$ cat config.mk
export PLATFORM = sky130hd
export DESIGN_NAME = bsw_diag_top
export DESIGN_NICKNAME = d
export VERILOG_FILES = /design/src/rtl/bsw_pkg.sv /design/src/rtl/bsw_window_cmp.sv /design/src/rtl/bsw_cfg_override.sv /design/src/rtl/bsw_diag_top.sv
export SDC_FILE = /design/constraint.sdc
export NUM_CORES = 1
export LEC_CHECK = 0
export ABC_AREA = 1
export BUFFER_PORTS_ARGS = -buffer_cell sky130_fd_sc_hd__clkbuf_2
export CAP_MARGIN = 20
export CELL_PAD_IN_SITES_DETAIL_PLACEMENT = 1
export CELL_PAD_IN_SITES_GLOBAL_PLACEMENT = 1
export CORE_MARGIN = 2
export CORE_UTILIZATION = 30
export DETAILED_ROUTE_END_ITERATION = 10
export GPL_TIMING_DRIVEN = 1
export PLACE_DENSITY = 0.63
export SETUP_SLACK_MARGIN = 0.15
export SLEW_MARGIN = 20
export SYNTH_ARGS = -nofsm -noshare
export SYNTH_HDL_FRONTEND = slang
export SYNTH_SLANG_ARGS = --single-unit
$ cat constraint.sdc
create_clock -name i_sys_clk -period 2.6 [get_ports i_sys_clk]
set_clock_uncertainty 0.05 [all_clocks]
set_input_delay 0.13 -clock i_sys_clk [delete_from_list [all_inputs] [get_ports i_sys_clk]]
set_output_delay 0.13 -clock i_sys_clk [all_outputs]
set_load 0.005 [all_outputs]
$ cat src/rtl/bsw_pkg.sv
// shared constants, types and helpers of the switch and sense-wire open diagnostic block
package bsw_pkg;
    localparam int NCELL      = 14;
    localparam int CLK_NS     = 100;
    localparam int SETTLE_NS  = 100000;
    localparam int SETTLE_CYC = (SETTLE_NS + CLK_NS - 1) / CLK_NS;
    localparam int SETTLE_W   = $clog2(SETTLE_CYC + 1);

    // register byte offsets
    localparam logic [7:0] OFS_CTRL    = 8'h00;
    localparam logic [7:0] OFS_BALEN   = 8'h04;
    localparam logic [7:0] OFS_POL     = 8'h08;
    localparam logic [7:0] OFS_MEAS1   = 8'h0c;
    localparam logic [7:0] OFS_MEAS2   = 8'h10;
    localparam logic [7:0] OFS_SCTRL   = 8'h14;
    localparam logic [7:0] OFS_THR     = 8'h18;
    localparam logic [7:0] OFS_ALERT   = 8'h1c;
    localparam logic [7:0] OFS_STAT    = 8'h20;
    localparam logic [7:0] OFS_IRQ_ST  = 8'h24;
    localparam logic [7:0] OFS_IRQ_CLR = 8'h28;
    localparam logic [7:0] OFS_IRQ_EN  = 8'h2c;

    // field positions
    localparam int CTRL_CFG  = 0;
    localparam int CTRL_REQ  = 3;
    localparam int CTRL_ACQ  = 4;
    localparam int CTRL_TOP  = 8;
    localparam int SC_DIAG1  = 0;
    localparam int SC_DIAG2  = 4;
    localparam int SC_ALT    = 8;
    localparam int SC_OVS    = 9;
    localparam int SC_BIP    = 12;
    localparam int THR_LOW   = 0;
    localparam int THR_HIGH  = 16;
    localparam int ALR_SUM   = 16;
    localparam int ST_BUSY   = 0;
    localparam int ST_SETTLD = 1;
    localparam int ST_INACQ  = 2;
    localparam int IRQ_DONE  = 0;
    localparam int IRQ_ALERT = 1;

    // reset values
    localparam logic [3:0]  RST_TOP   = 4'he;
    localparam logic [12:0] RST_SCTRL = 13'h0000;
    localparam logic [13:0] RST_THR_H = 14'h1fff;

    // scan modes and forced settings
    localparam logic [2:0]  CFG_SWOPEN   = 3'b101;
    localparam logic [2:0]  CFG_ODD      = 3'b110;
    localparam logic [2:0]  CFG_EVEN     = 3'b111;
    localparam logic [13:0] PAT_ODD      = 14'h1555;
    localparam logic [13:0] PAT_EVEN     = 14'h2aaa;
    localparam logic [1:0]  OVR_CSA_BLOCK_VOLTAGE = 2'b00;
    localparam logic [3:0]  OVR_AUX      = 4'b0000;
    localparam logic [3:0]  OVR_DIAG     = 4'h0;
    localparam logic        OVR_ALT      = 1'b1;
    localparam logic [2:0]  OVR_OVS      = 3'h0;

    typedef enum logic [1:0] {ST_IDLE, ST_ARMED, ST_ACQ} bsw_state_t;

    function automatic logic is_diag(input logic [2:0] mode);
        is_diag = (mode >= CFG_SWOPEN);
    endfunction

    function automatic logic is_swo(input logic [2:0] mode);
        is_swo = (mode == CFG_ODD) || (mode == CFG_EVEN);
    endfunction

    // positions at or below the top position stay live
    function automatic logic [13:0] top_mask(input logic [3:0] top);
        top_mask = 14'((15'h1 << top) - 15'h1);
    endfunction
endpackage

$ cat src/rtl/bsw_window_cmp.sv
// window comparator of one measured switch voltage against low and high thresholds
`timescale 1ns/1ns
module bsw_window_cmp
    import bsw_pkg::*;
(
    input  wire logic [13:0] i_data,
    input  wire logic [13:0] i_low,
    input  wire logic [13:0] i_high,
    output logic             o_outside
);
    // bipolar results, so both sides compare signed
    assign o_outside = ($signed(i_data) < $signed(i_low)) || ($signed(i_data) > $signed(i_high)); // [RULE10]
endmodule

$ cat src/rtl/bsw_cfg_override.sv
// selects forced diagnostic configuration or the user configuration
`timescale 1ns/1ns
module bsw_cfg_override
    import bsw_pkg::*;
(
    input  wire logic        i_active,
    input  wire logic [2:0]  i_mode,
    input  wire logic [3:0]  i_top,
    input  wire logic [13:0] i_polarity,
    input  wire logic [13:0] i_user_bse,
    input  wire logic [15:0] i_user_cme,
    input  wire logic [3:0]  i_user_ame,
    input  wire logic [12:0] i_user_sctrl,
    output logic      [13:0] o_bse,
    output logic      [15:0] o_cme,
    output logic      [3:0]  o_ame,
    output logic      [3:0]  o_diag1,
    output logic      [3:0]  o_diag2,
    output logic             o_alt,
    output logic      [2:0]  o_ovs,
    output logic             o_bipolar
);
    wire        swo     = i_active && is_swo(i_mode);
    wire [13:0] pattern = (i_mode == CFG_ODD) ? PAT_ODD : PAT_EVEN;
    // bus-bar positions and positions above the top are never closed
    wire [13:0] swo_bse = pattern & ~i_polarity & top_mask(i_top);

    assign o_bse     = swo ? swo_bse : i_user_bse; // [RULE4] [RULE5] [RULE8]
    assign o_cme     = i_active ? {OVR_CSA_BLOCK_VOLTAGE, o_bse & ~i_polarity} : i_user_cme; // [RULE1] [RULE6] [RULE7]
    assign o_ame     = i_active ? OVR_AUX : i_user_ame; // [RULE1] [RULE7]
    assign o_diag1   = i_active ? OVR_DIAG : i_user_sctrl[SC_DIAG1 +: 4]; // [RULE2] [RULE7]
    assign o_diag2   = i_active ? OVR_DIAG : i_user_sctrl[SC_DIAG2 +: 4]; // [RULE2] [RULE7]
    assign o_alt     = i_active ? OVR_ALT : i_user_sctrl[SC_ALT]; // [RULE2] [RULE3]
    assign o_ovs     = i_active ? OVR_OVS : i_user_sctrl[SC_OVS +: 3]; // [RULE2] [RULE7]
    assign o_bipolar = i_active ? 1'b1 : i_user_sctrl[SC_BIP]; // [RULE3]
endmodule

$ cat src/rtl/bsw_diag_top.sv
// scan sequencer with apb registers for switch-open and sense-wire-open diagnostics
//
// The register offsets and register access over APB were chosen for this implementation.
`timescale 1ns/1ns
// What this block does
// RULE1: switch-open scan measures enabled unipolar switches only
// RULE2: switch-open forces diag off, alt path, one sample
// RULE3: sense-wire scans use bipolar conversion, alternate path
// RULE4: odd pattern 1555h, even pattern 2AAAh
// RULE5: mask bus-bar and above-top switch positions
// RULE6: measure enable equals forced switch and unipolar
// RULE7: sense-wire scan forces other enables and settings
// RULE8: overrides only during scan, then restored
// RULE9: host waits 100us settling before acquisition
// RULE10: outside threshold window sets position alert bit
// RULE11: odd scan leaves even cells unmeasured
// RULE12: open wire alerts only odd cell 2m+1
// RULE13: clear alerts on request, load at end
// RULE14: summary bit is OR of alert vector; here set to that OR at scan end, kept until software or next scan end
// RULE15: alert bit n belongs to position n+1
module bsw_diag_top
    import bsw_pkg::*;
(
    input  wire logic        i_sys_clk,
    input  wire logic        i_rst,
    input  wire logic        i_psel,
    input  wire logic        i_penable,
    input  wire logic        i_pwrite,
    input  wire logic [7:0]  i_paddr,
    input  wire logic [31:0] i_pwdata,
    output logic      [31:0] o_prdata,
    output logic             o_pready,
    output logic             o_pslverr,
    input  wire logic        i_meas_valid,
    input  wire logic [3:0]  i_meas_index,
    input  wire logic [13:0] i_meas_data,
    input  wire logic        i_scan_done,
    output logic             o_acq_start,
    output logic      [13:0] o_balance_switch_enable,
    output logic      [15:0] o_cell_measure_enable,
    output logic      [3:0]  o_aux_measure_enable,
    output logic      [3:0]  o_diagnostic_select1,
    output logic      [3:0]  o_diagnostic_select2,
    output logic             o_alternate_path_select,
    output logic      [2:0]  o_oversample_rate,
    output logic             o_bipolar_mode,
    output logic             o_irq
);
    bsw_state_t            state;
    logic [2:0]            scan_config;
    logic [2:0]            act_mode;
    logic [3:0]            top_position_setting;
    logic [13:0]           user_bse;
    logic [13:0]           busbar_polarity_bit;
    logic [15:0]           user_cme;
    logic [3:0]            user_ame;
    logic [12:0]           scan_control;
    logic [13:0]           switch_low_threshold;
    logic [13:0]           switch_high_threshold;
    logic [13:0]           switch_alert_vector;
    logic                  switch_alert_summary;
    logic [13:0]           pending;
    logic [SETTLE_W-1:0]   settle_cnt;
    logic [1:0]            irq_status;
    logic [1:0]            irq_enable;
    logic [31:0]           rd_val;
    logic                  cmp_out;
    logic                  ovr_q;
    logic [13:0]           eff_bse;
    logic [15:0]           eff_cme;
    logic [3:0]            eff_ame;
    logic [3:0]            eff_diag1;
    logic [3:0]            eff_diag2;
    logic                  eff_alt;
    logic [2:0]            eff_ovs;
    logic                  eff_bip;

    // apb decode; zero wait states, read data captured in the setup cycle
    wire        wr_en      = i_psel && i_penable && i_pwrite;
    wire        rd_setup   = i_psel && !i_penable && !i_pwrite;
    wire        addr_ok    = (i_paddr[1:0] == 2'b00) && (i_paddr <= OFS_IRQ_EN);
    wire        wr_ctrl    = wr_en && (i_paddr == OFS_CTRL);
    wire        wr_alert   = wr_en && (i_paddr == OFS_ALERT);
    wire        wr_irq_clr = wr_en && (i_paddr == OFS_IRQ_CLR);
    wire [2:0]  new_mode   = i_pwdata[CTRL_CFG +: 3];
    wire        diag_now   = (state != ST_IDLE) && is_diag(act_mode);
    wire        settled    = !is_swo(act_mode) || (settle_cnt == SETTLE_W'(SETTLE_CYC));
    wire        req_go     = wr_ctrl && i_pwdata[CTRL_REQ] && (state == ST_IDLE);
    wire        clr_req    = req_go && is_diag(new_mode);
    wire        acq_go     = wr_ctrl && i_pwdata[CTRL_ACQ] && (state == ST_ARMED) && settled; // [RULE9]
    wire        scan_end   = (state == ST_ACQ) && i_scan_done;
    wire        diag_end   = scan_end && is_diag(act_mode);
    wire [13:0] top_m      = top_mask(top_position_setting);
    wire        idx_ok     = i_meas_index < 4'(NCELL);
    wire [13:0] idx_bit    = idx_ok ? 14'(14'h1 << i_meas_index) : 14'h0; // [RULE15]
    wire        take       = (state == ST_ACQ) && i_meas_valid && cmp_out;
    // only converted positions can raise an alert
    wire [13:0] hit_vec    = take ? (idx_bit & o_cell_measure_enable[13:0]) : 14'h0; // [RULE10] [RULE11]
    wire [13:0] next_alert = (pending | hit_vec) & top_m; // [RULE5] [RULE12]
    wire [1:0]  irq_set    = {diag_end && (|next_alert), scan_end};

    assign o_pready  = 1'b1;
    assign o_pslverr = i_psel && i_penable && !addr_ok;
    assign o_irq     = |(irq_status & irq_enable);

    bsw_window_cmp u_cmp (
        .i_data    (i_meas_data),
        .i_low     (switch_low_threshold),
        .i_high    (switch_high_threshold),
        .o_outside (cmp_out)
    );

    bsw_cfg_override u_ovr (
        .i_active     (diag_now),
        .i_mode       (act_mode),
        .i_top        (top_position_setting),
        .i_polarity   (busbar_polarity_bit),
        .i_user_bse   (user_bse),
        .i_user_cme   (user_cme),
        .i_user_ame   (user_ame),
        .i_user_sctrl (scan_control),
        .o_bse        (eff_bse),
        .o_cme        (eff_cme),
        .o_ame        (eff_ame),
        .o_diag1      (eff_diag1),
        .o_diag2      (eff_diag2),
        .o_alt        (eff_alt),
        .o_ovs        (eff_ovs),
        .o_bipolar    (eff_bip)
    );

    always_comb begin
        rd_val = 32'h0;
        case (i_paddr)
            OFS_CTRL: begin
                rd_val[CTRL_CFG +: 3] = scan_config;
                rd_val[CTRL_TOP +: 4] = top_position_setting;
            end
            OFS_BALEN:  rd_val[13:0] = user_bse;
            OFS_POL:    rd_val[13:0] = busbar_polarity_bit;
            OFS_MEAS1:  rd_val[15:0] = user_cme;
            OFS_MEAS2:  rd_val[3:0]  = user_ame;
            OFS_SCTRL:  rd_val[12:0] = scan_control;
            OFS_THR: begin
                rd_val[THR_LOW +: 14]  = switch_low_threshold;
                rd_val[THR_HIGH +: 14] = switch_high_threshold;
            end
            OFS_ALERT: begin
                rd_val[13:0]    = switch_alert_vector;
                rd_val[ALR_SUM] = switch_alert_summary;
            end
            OFS_STAT: begin
                rd_val[ST_BUSY]   = state != ST_IDLE;
                rd_val[ST_SETTLD] = (state == ST_ARMED) && settled;
                rd_val[ST_INACQ]  = state == ST_ACQ;
            end
            OFS_IRQ_ST: rd_val[1:0] = irq_status;
            OFS_IRQ_EN: rd_val[1:0] = irq_enable;
            default:    rd_val = 32'h0;
        endcase
    end

    always_ff @(posedge i_sys_clk) begin
        if (i_rst) begin
            o_prdata <= 32'h0;
        end else if (rd_setup) begin
            o_prdata <= rd_val;
        end
    end

    // user configuration; never altered by the diagnostic, so restore is free
    always_ff @(posedge i_sys_clk) begin
        if (i_rst) begin
            scan_config           <= 3'h0;
            top_position_setting  <= RST_TOP;
            user_bse              <= 14'h0;
            busbar_polarity_bit   <= 14'h0;
            user_cme              <= 16'h0;
            user_ame              <= 4'h0;
            scan_control          <= RST_SCTRL;
            switch_low_threshold  <= 14'h0;
            switch_high_threshold <= RST_THR_H;
            irq_enable            <= 2'b00;
        end else if (wr_en) begin
            case (i_paddr)
                OFS_CTRL: begin
                    scan_config          <= new_mode;
                    top_position_setting <= i_pwdata[CTRL_TOP +: 4];
                end
                OFS_BALEN:  user_bse            <= i_pwdata[13:0];
                OFS_POL:    busbar_polarity_bit <= i_pwdata[13:0];
                OFS_MEAS1:  user_cme            <= i_pwdata[15:0];
                OFS_MEAS2:  user_ame            <= i_pwdata[3:0];
                OFS_SCTRL:  scan_control        <= i_pwdata[12:0];
                OFS_THR: begin
                    switch_low_threshold  <= i_pwdata[THR_LOW +: 14];
                    switch_high_threshold <= i_pwdata[THR_HIGH +: 14];
                end
                OFS_IRQ_EN: irq_enable <= i_pwdata[1:0];
                default:    irq_enable <= irq_enable;
            endcase
        end
    end

    // requests outside idle are ignored
    always_ff @(posedge i_sys_clk) begin
        if (i_rst) begin
            state      <= ST_IDLE;
            act_mode   <= 3'h0;
            settle_cnt <= '0;
            pending    <= 14'h0;
        end else begin
            case (state)
                ST_IDLE: begin
                    if (req_go) begin
                        state      <= ST_ARMED;
                        act_mode   <= new_mode;
                        settle_cnt <= '0;
                        pending    <= 14'h0;
                    end
                end
                ST_ARMED: begin
                    if (!settled) begin
                        settle_cnt <= settle_cnt + 1'b1; // [RULE9]
                    end
                    if (acq_go) begin
                        state <= ST_ACQ;
                    end
                end
                ST_ACQ: begin
                    pending <= pending | hit_vec; // [RULE10]
                    if (i_scan_done) begin
                        state <= ST_IDLE; // [RULE8]
                    end
                end
                default: state <= ST_IDLE;
            endcase
        end
    end

    // a scan end wins over a software clear of the summary
    always_ff @(posedge i_sys_clk) begin
        if (i_rst) begin
            switch_alert_vector  <= 14'h0;
            switch_alert_summary <= 1'b0;
        end else if (clr_req) begin
            switch_alert_vector <= 14'h0; // [RULE13]
        end else if (diag_end) begin
            switch_alert_vector  <= next_alert; // [RULE13]
            switch_alert_summary <= |next_alert; // [RULE14]
        end else if (wr_alert && !i_pwdata[ALR_SUM]) begin
            switch_alert_summary <= 1'b0;
        end
    end

    always_ff @(posedge i_sys_clk) begin
        if (i_rst) begin
            irq_status <= 2'b00;
        end else begin
            irq_status <= (irq_status & ~(wr_irq_clr ? i_pwdata[1:0] : 2'b00)) | irq_set;
        end
    end

    always_ff @(posedge i_sys_clk) begin
        if (i_rst) begin
            o_acq_start             <= 1'b0;
            ovr_q                   <= 1'b0;
            o_balance_switch_enable <= 14'h0;
            o_cell_measure_enable   <= 16'h0;
            o_aux_measure_enable    <= 4'h0;
            o_diagnostic_select1    <= 4'h0;
            o_diagnostic_select2    <= 4'h0;
            o_alternate_path_select <= 1'b0;
            o_oversample_rate       <= 3'h0;
            o_bipolar_mode          <= 1'b0;
        end else begin
            o_acq_start             <= acq_go;
            ovr_q                   <= diag_now;
            o_balance_switch_enable <= eff_bse;
            o_cell_measure_enable   <= eff_cme;
            o_aux_measure_enable    <= eff_ame;
            o_diagnostic_select1    <= eff_diag1;
            o_diagnostic_select2    <= eff_diag2;
            o_alternate_path_select <= eff_alt;
            o_oversample_rate       <= eff_ovs;
            o_bipolar_mode          <= eff_bip;
        end
    end
endmodule

==> impl_metrics.ini <==
[run_status]
status = finished clean

[die]
coreArea_um2 = 32400
dieArea_um2 = 34100
rows = 66
start_util = 0.303
pin_count = 148
die_w_um = 185
fp.dieH_um = 185

[power]
p_int_mw = 5.98
sw_frac_of_total = 0.232
p_clk_frac = 0.499
ir_worst_vdd_mv = 0.451
cellLeakagePower_nw = 5.27
comb_power_share = 0.061
pwr-share-seq = 0.441
p_per_area_nw_per_um2 = 594
switchingPower_mw = 1.81

[global_route]
track_usage = 0.216
grt_max_degree = 103
overflow = 0
antenna_found_initial = 0
grt_pass1_vias = 9957
grt_pass1_wl_mm = 56.9

[yosys]
synth-edff-count = 0
ys_warn_count = 0
syn_area_per_cell_um2 = 7.60
syn_inst = 1289
ys.flop_type = dfxtp_1
synth_seq_area_share = 0.453
syn-cell-area_um2 = 9800
yosysUniqueCellTypes = 54
synthArstFlopShare = 0
synth_seq_cells = 222

[clocking]
htree_levels = 1
cts_tree = done
cts_made_buffers = 28
clockBufferDepth = 3
cts_root_buf = clkbuf_16
clk_latency_ps = 550
clkSinkCount = 222
clk_pin_slew_ps = 60

[cells_and_area]
fillers = 4012
final_cell_area_um2 = 13100
nets = 1593
diodes = 0
syn2layout_area_growth_pct = 33.7
layoutNonFillerInstCount = 1957
drive_gt1_frac = 0.277
finish.utilization = 0.405
multiInputGateArea_um2 = 4930
seqCellArea_um2 = 4460

[hold_path]
worstHoldPathCells = 6
hold_end = pending[4]
hp-start = i_meas_index[0]
hold_path_class = in -> reg

[routing]
drc_errors = 0
final_antenna_net_count = 0
via_per_inst = 5.00
wire_per_inst_um = 19.1
vias = 9780
dr.pass1.iters = 4
wirelength_mm = 37.3
first_iter_violations = 544

[placed_design]
place_congestion = 0.847
pre_cts_ws_ps = -49.0
io_buffers = 142
dpl.cell_count = 1863
place_area_um2 = 11200
dp_hpwl_mm = 26.9

[critical_path]
cp_max_fo = 5
worstPathRequired_ps = 3040
worstReg2RegEnd = switch_alert_summary
end_kind = flop
cp_slowest_cell = dfxtp_2
r2r_setup_slack_ps = 80
r2r.worst_path.cells = 21
path_delay_family = simple AND/OR/NAND/NOR gates
critical_path_class = reg -> reg
crit_arrival_ps = 2960
slowest_delay_ps = 340
crit_buf_inv = 4
cpMostUsedCell = nand2_2
cp-start-kind = flop
reg2reg_from = switch_high_threshold[13]
path_cells = inv_2 -> ha_4 -> nand2_4 -> nor2_4 -> inv_2 -> nor2_4 -> nand2_2 -> nand3_2 -> nand3_4 -> buf_12 -> nand2_8 -> nand3_2 -> nand2_2 -> nand2_2 -> nand2_2 -> inv_2 -> nand2_2 -> nor2_1 -> nand2_1 -> nand2_2 -> a21oi_2

[sta]
finalHoldViolations = 0
setup-violations-final = 0
rsz0062_at_grt = true
tightestPinTransition_ps = 795
period_share = 0.970
drv_slew = 0
relSlewSlack = 0.469
fin_crit_ps = 2520
fmax_mhz = 397
timing.final.ws_setup_ps = 78.6
whs_ps = 25.2

[run]
cap_violations = 0
## synth_stat cells (3+ instances only)
master / number / share of area
o22ai_1: 15 / 0.0096
o221ai_1: 4 / 0.0036
o31ai_1: 4 / 0.0031
nor2_4: 6 / 0.0069
o211ai_1: 3 / 0.0023
nor2_2: 8 / 0.0051
inv_1: 164 / 0.063
nor2_1: 89 / 0.034
o21ai_0: 131 / 0.067
nor3b_1: 3 / 0.0023
o21ai_1: 40 / 0.020
nand3_2: 3 / 0.0031
o21ai_2: 3 / 0.0027
clkinv_1: 3 / 0.0011
nor3_1: 12 / 0.0061
buf_2: 4 / 0.0020
dfxtp_1: 222 / 0.45
nor4_1: 4 / 0.0026
nand2_4: 4 / 0.0046
nand3_1: 63 / 0.032
a21oi_1: 170 / 0.087
nand2_1: 163 / 0.062
a221oi_1: 19 / 0.017
a32oi_1: 8 / 0.0071
buf_4: 3 / 0.0023
nand4_1: 6 / 0.0038
ha_1: 30 / 0.038
inv_2: 25 / 0.0096
clkbuf_1: 48 / 0.018
## sequential cells by signal (all words and copies together), names as in the netlist, 10 cells and up
register                 cells
busbar_polarity_bit         14
o_balance_switch_enable     14
o_cell_measure_enable       16
o_prdata                    30
pending                     14
scan_control                13
settle_cnt                  10
switch_alert_vector         14
switch_high_threshold       14
switch_low_threshold        14
user_bse                    14
user_cme                    16
## stage by stage
stage               setup TNS (ps)  power, mW
floorplan                        0       3.68
global placement                 0       3.86
detailed placement           -88.8       3.87
CTS                              0       7.84
global route                  -130       8.08
finish                           0       7.79
## worst register-to-register path, cell delays in order (launching register included)
cell	delay, ps
dfxtp_2	340
inv_2	50
ha_4	290
nand2_4	60
nor2_4	120
inv_2	60
nor2_4	130
nand2_2	80
nand3_2	100
nand3_4	120
buf_12	160
nand2_8	90
nand3_2	70
nand2_2	100
nand2_2	70
nand2_2	80
inv_2	40
nand2_2	50
nor2_1	40
nand2_1	120
nand2_2	100
a21oi_2	140
## layer usage
| metal | global-route usage | routed length (µm) |
|---|---|---|
| met5 | 0 | 0 |
| met4 | 0.0533 | 836 |
| met3 | 0.0330 | 1860 |
| met2 | 0.363 | 17500 |
| met1 | 0.291 | 17100 |
## cells by family after synthesis
group                    Yosys count  synth area share
AO/OA/AOI/OAI                    413             0.233
XOR/XNOR                           2           0.00179
adder cells (fa/ha/maj)           30            0.0383
buffers and inverters            249            0.0970
flip-flops                       222             0.453
other                              2          0.000766
AND/OR/NAND/NOR                  371             0.176
## power groups by stage
stage	registers [mW]	clock network (mW)	logic (mW)
CTS	3.43	3.96	0.455
floorplan	3.50	0	0.179
global route	3.43	4.13	0.516
finish	3.43	3.88	0.473
global placement	3.51	0	0.354
detailed placement	3.51	0	0.359
## cell usage in the layout, fill, tap and decap left out, types with 4 or more instances in the layout
cell type	synthesis	layout
a21oi_1	170	161
inv_1	164	146
nor2_1	89	83
clkbuf_2	0	142
clkbuf_8	0	6
inv_2	25	42
dfxtp_1	222	206
a21oi_2	2	10
ha_4	0	17
a221oi_1	19	19
nand2_2	1	36
o21ai_1	40	41
nor2_2	8	11
ha_1	30	13
clkbuf_1	48	6
clkbuf_16	0	29
dfxtp_2	0	16
nand2_4	4	4
nand2_1	163	126
nand4_1	6	6
nand3_2	3	10
o221ai_1	4	4
nor2_4	6	9
dlygate4sd3_1	0	31
nand3_1	63	55
a32oi_1	8	8
o22ai_1	15	15
nor4_1	4	4
nor3_1	12	11
o21ai_0	131	130
buf_4	3	58
## cell type report
cell class / count / area share
sequential: 222 / 0.341
clock buffer: 41 / 0.0634
clock inverter: 6 / 0.00630
inverter: 192 / 0.0554
timing repair buffer: 234 / 0.116
tap: 442 / 0.0422
multi-input combinational: 820 / 0.376
## worst max-delay path by stage
| stage | start | to | slack, ps | cells past startpoint |
|---|---|---|---|---|
| after floorplan | switch_high_threshold[13] | switch_alert_summary | 470 | 18 |
| after global placement | switch_high_threshold[7] | switch_alert_summary | 20 | 19 |
| after detailed placement | switch_high_threshold[7] | irq_status[1] | -50 | 19 |
| after CTS | switch_high_threshold[7] | irq_status[1] | 130 | 22 |
| after global routing | switch_high_threshold[13] | switch_alert_summary | -60 | 21 |
| final | switch_high_threshold[13] | switch_alert_summary | 80 | 21 |
## timing repair
action,4_1_cts,5_1_grt
resized for setup,77,53
pin swaps,36,32
hold endpoints to repair,80,0
gates cloned,1,0
setup endpoints to repair,2,8
setup buffers,13,2
hold buffers,31,0
Power figures use the tool's default switching activity.
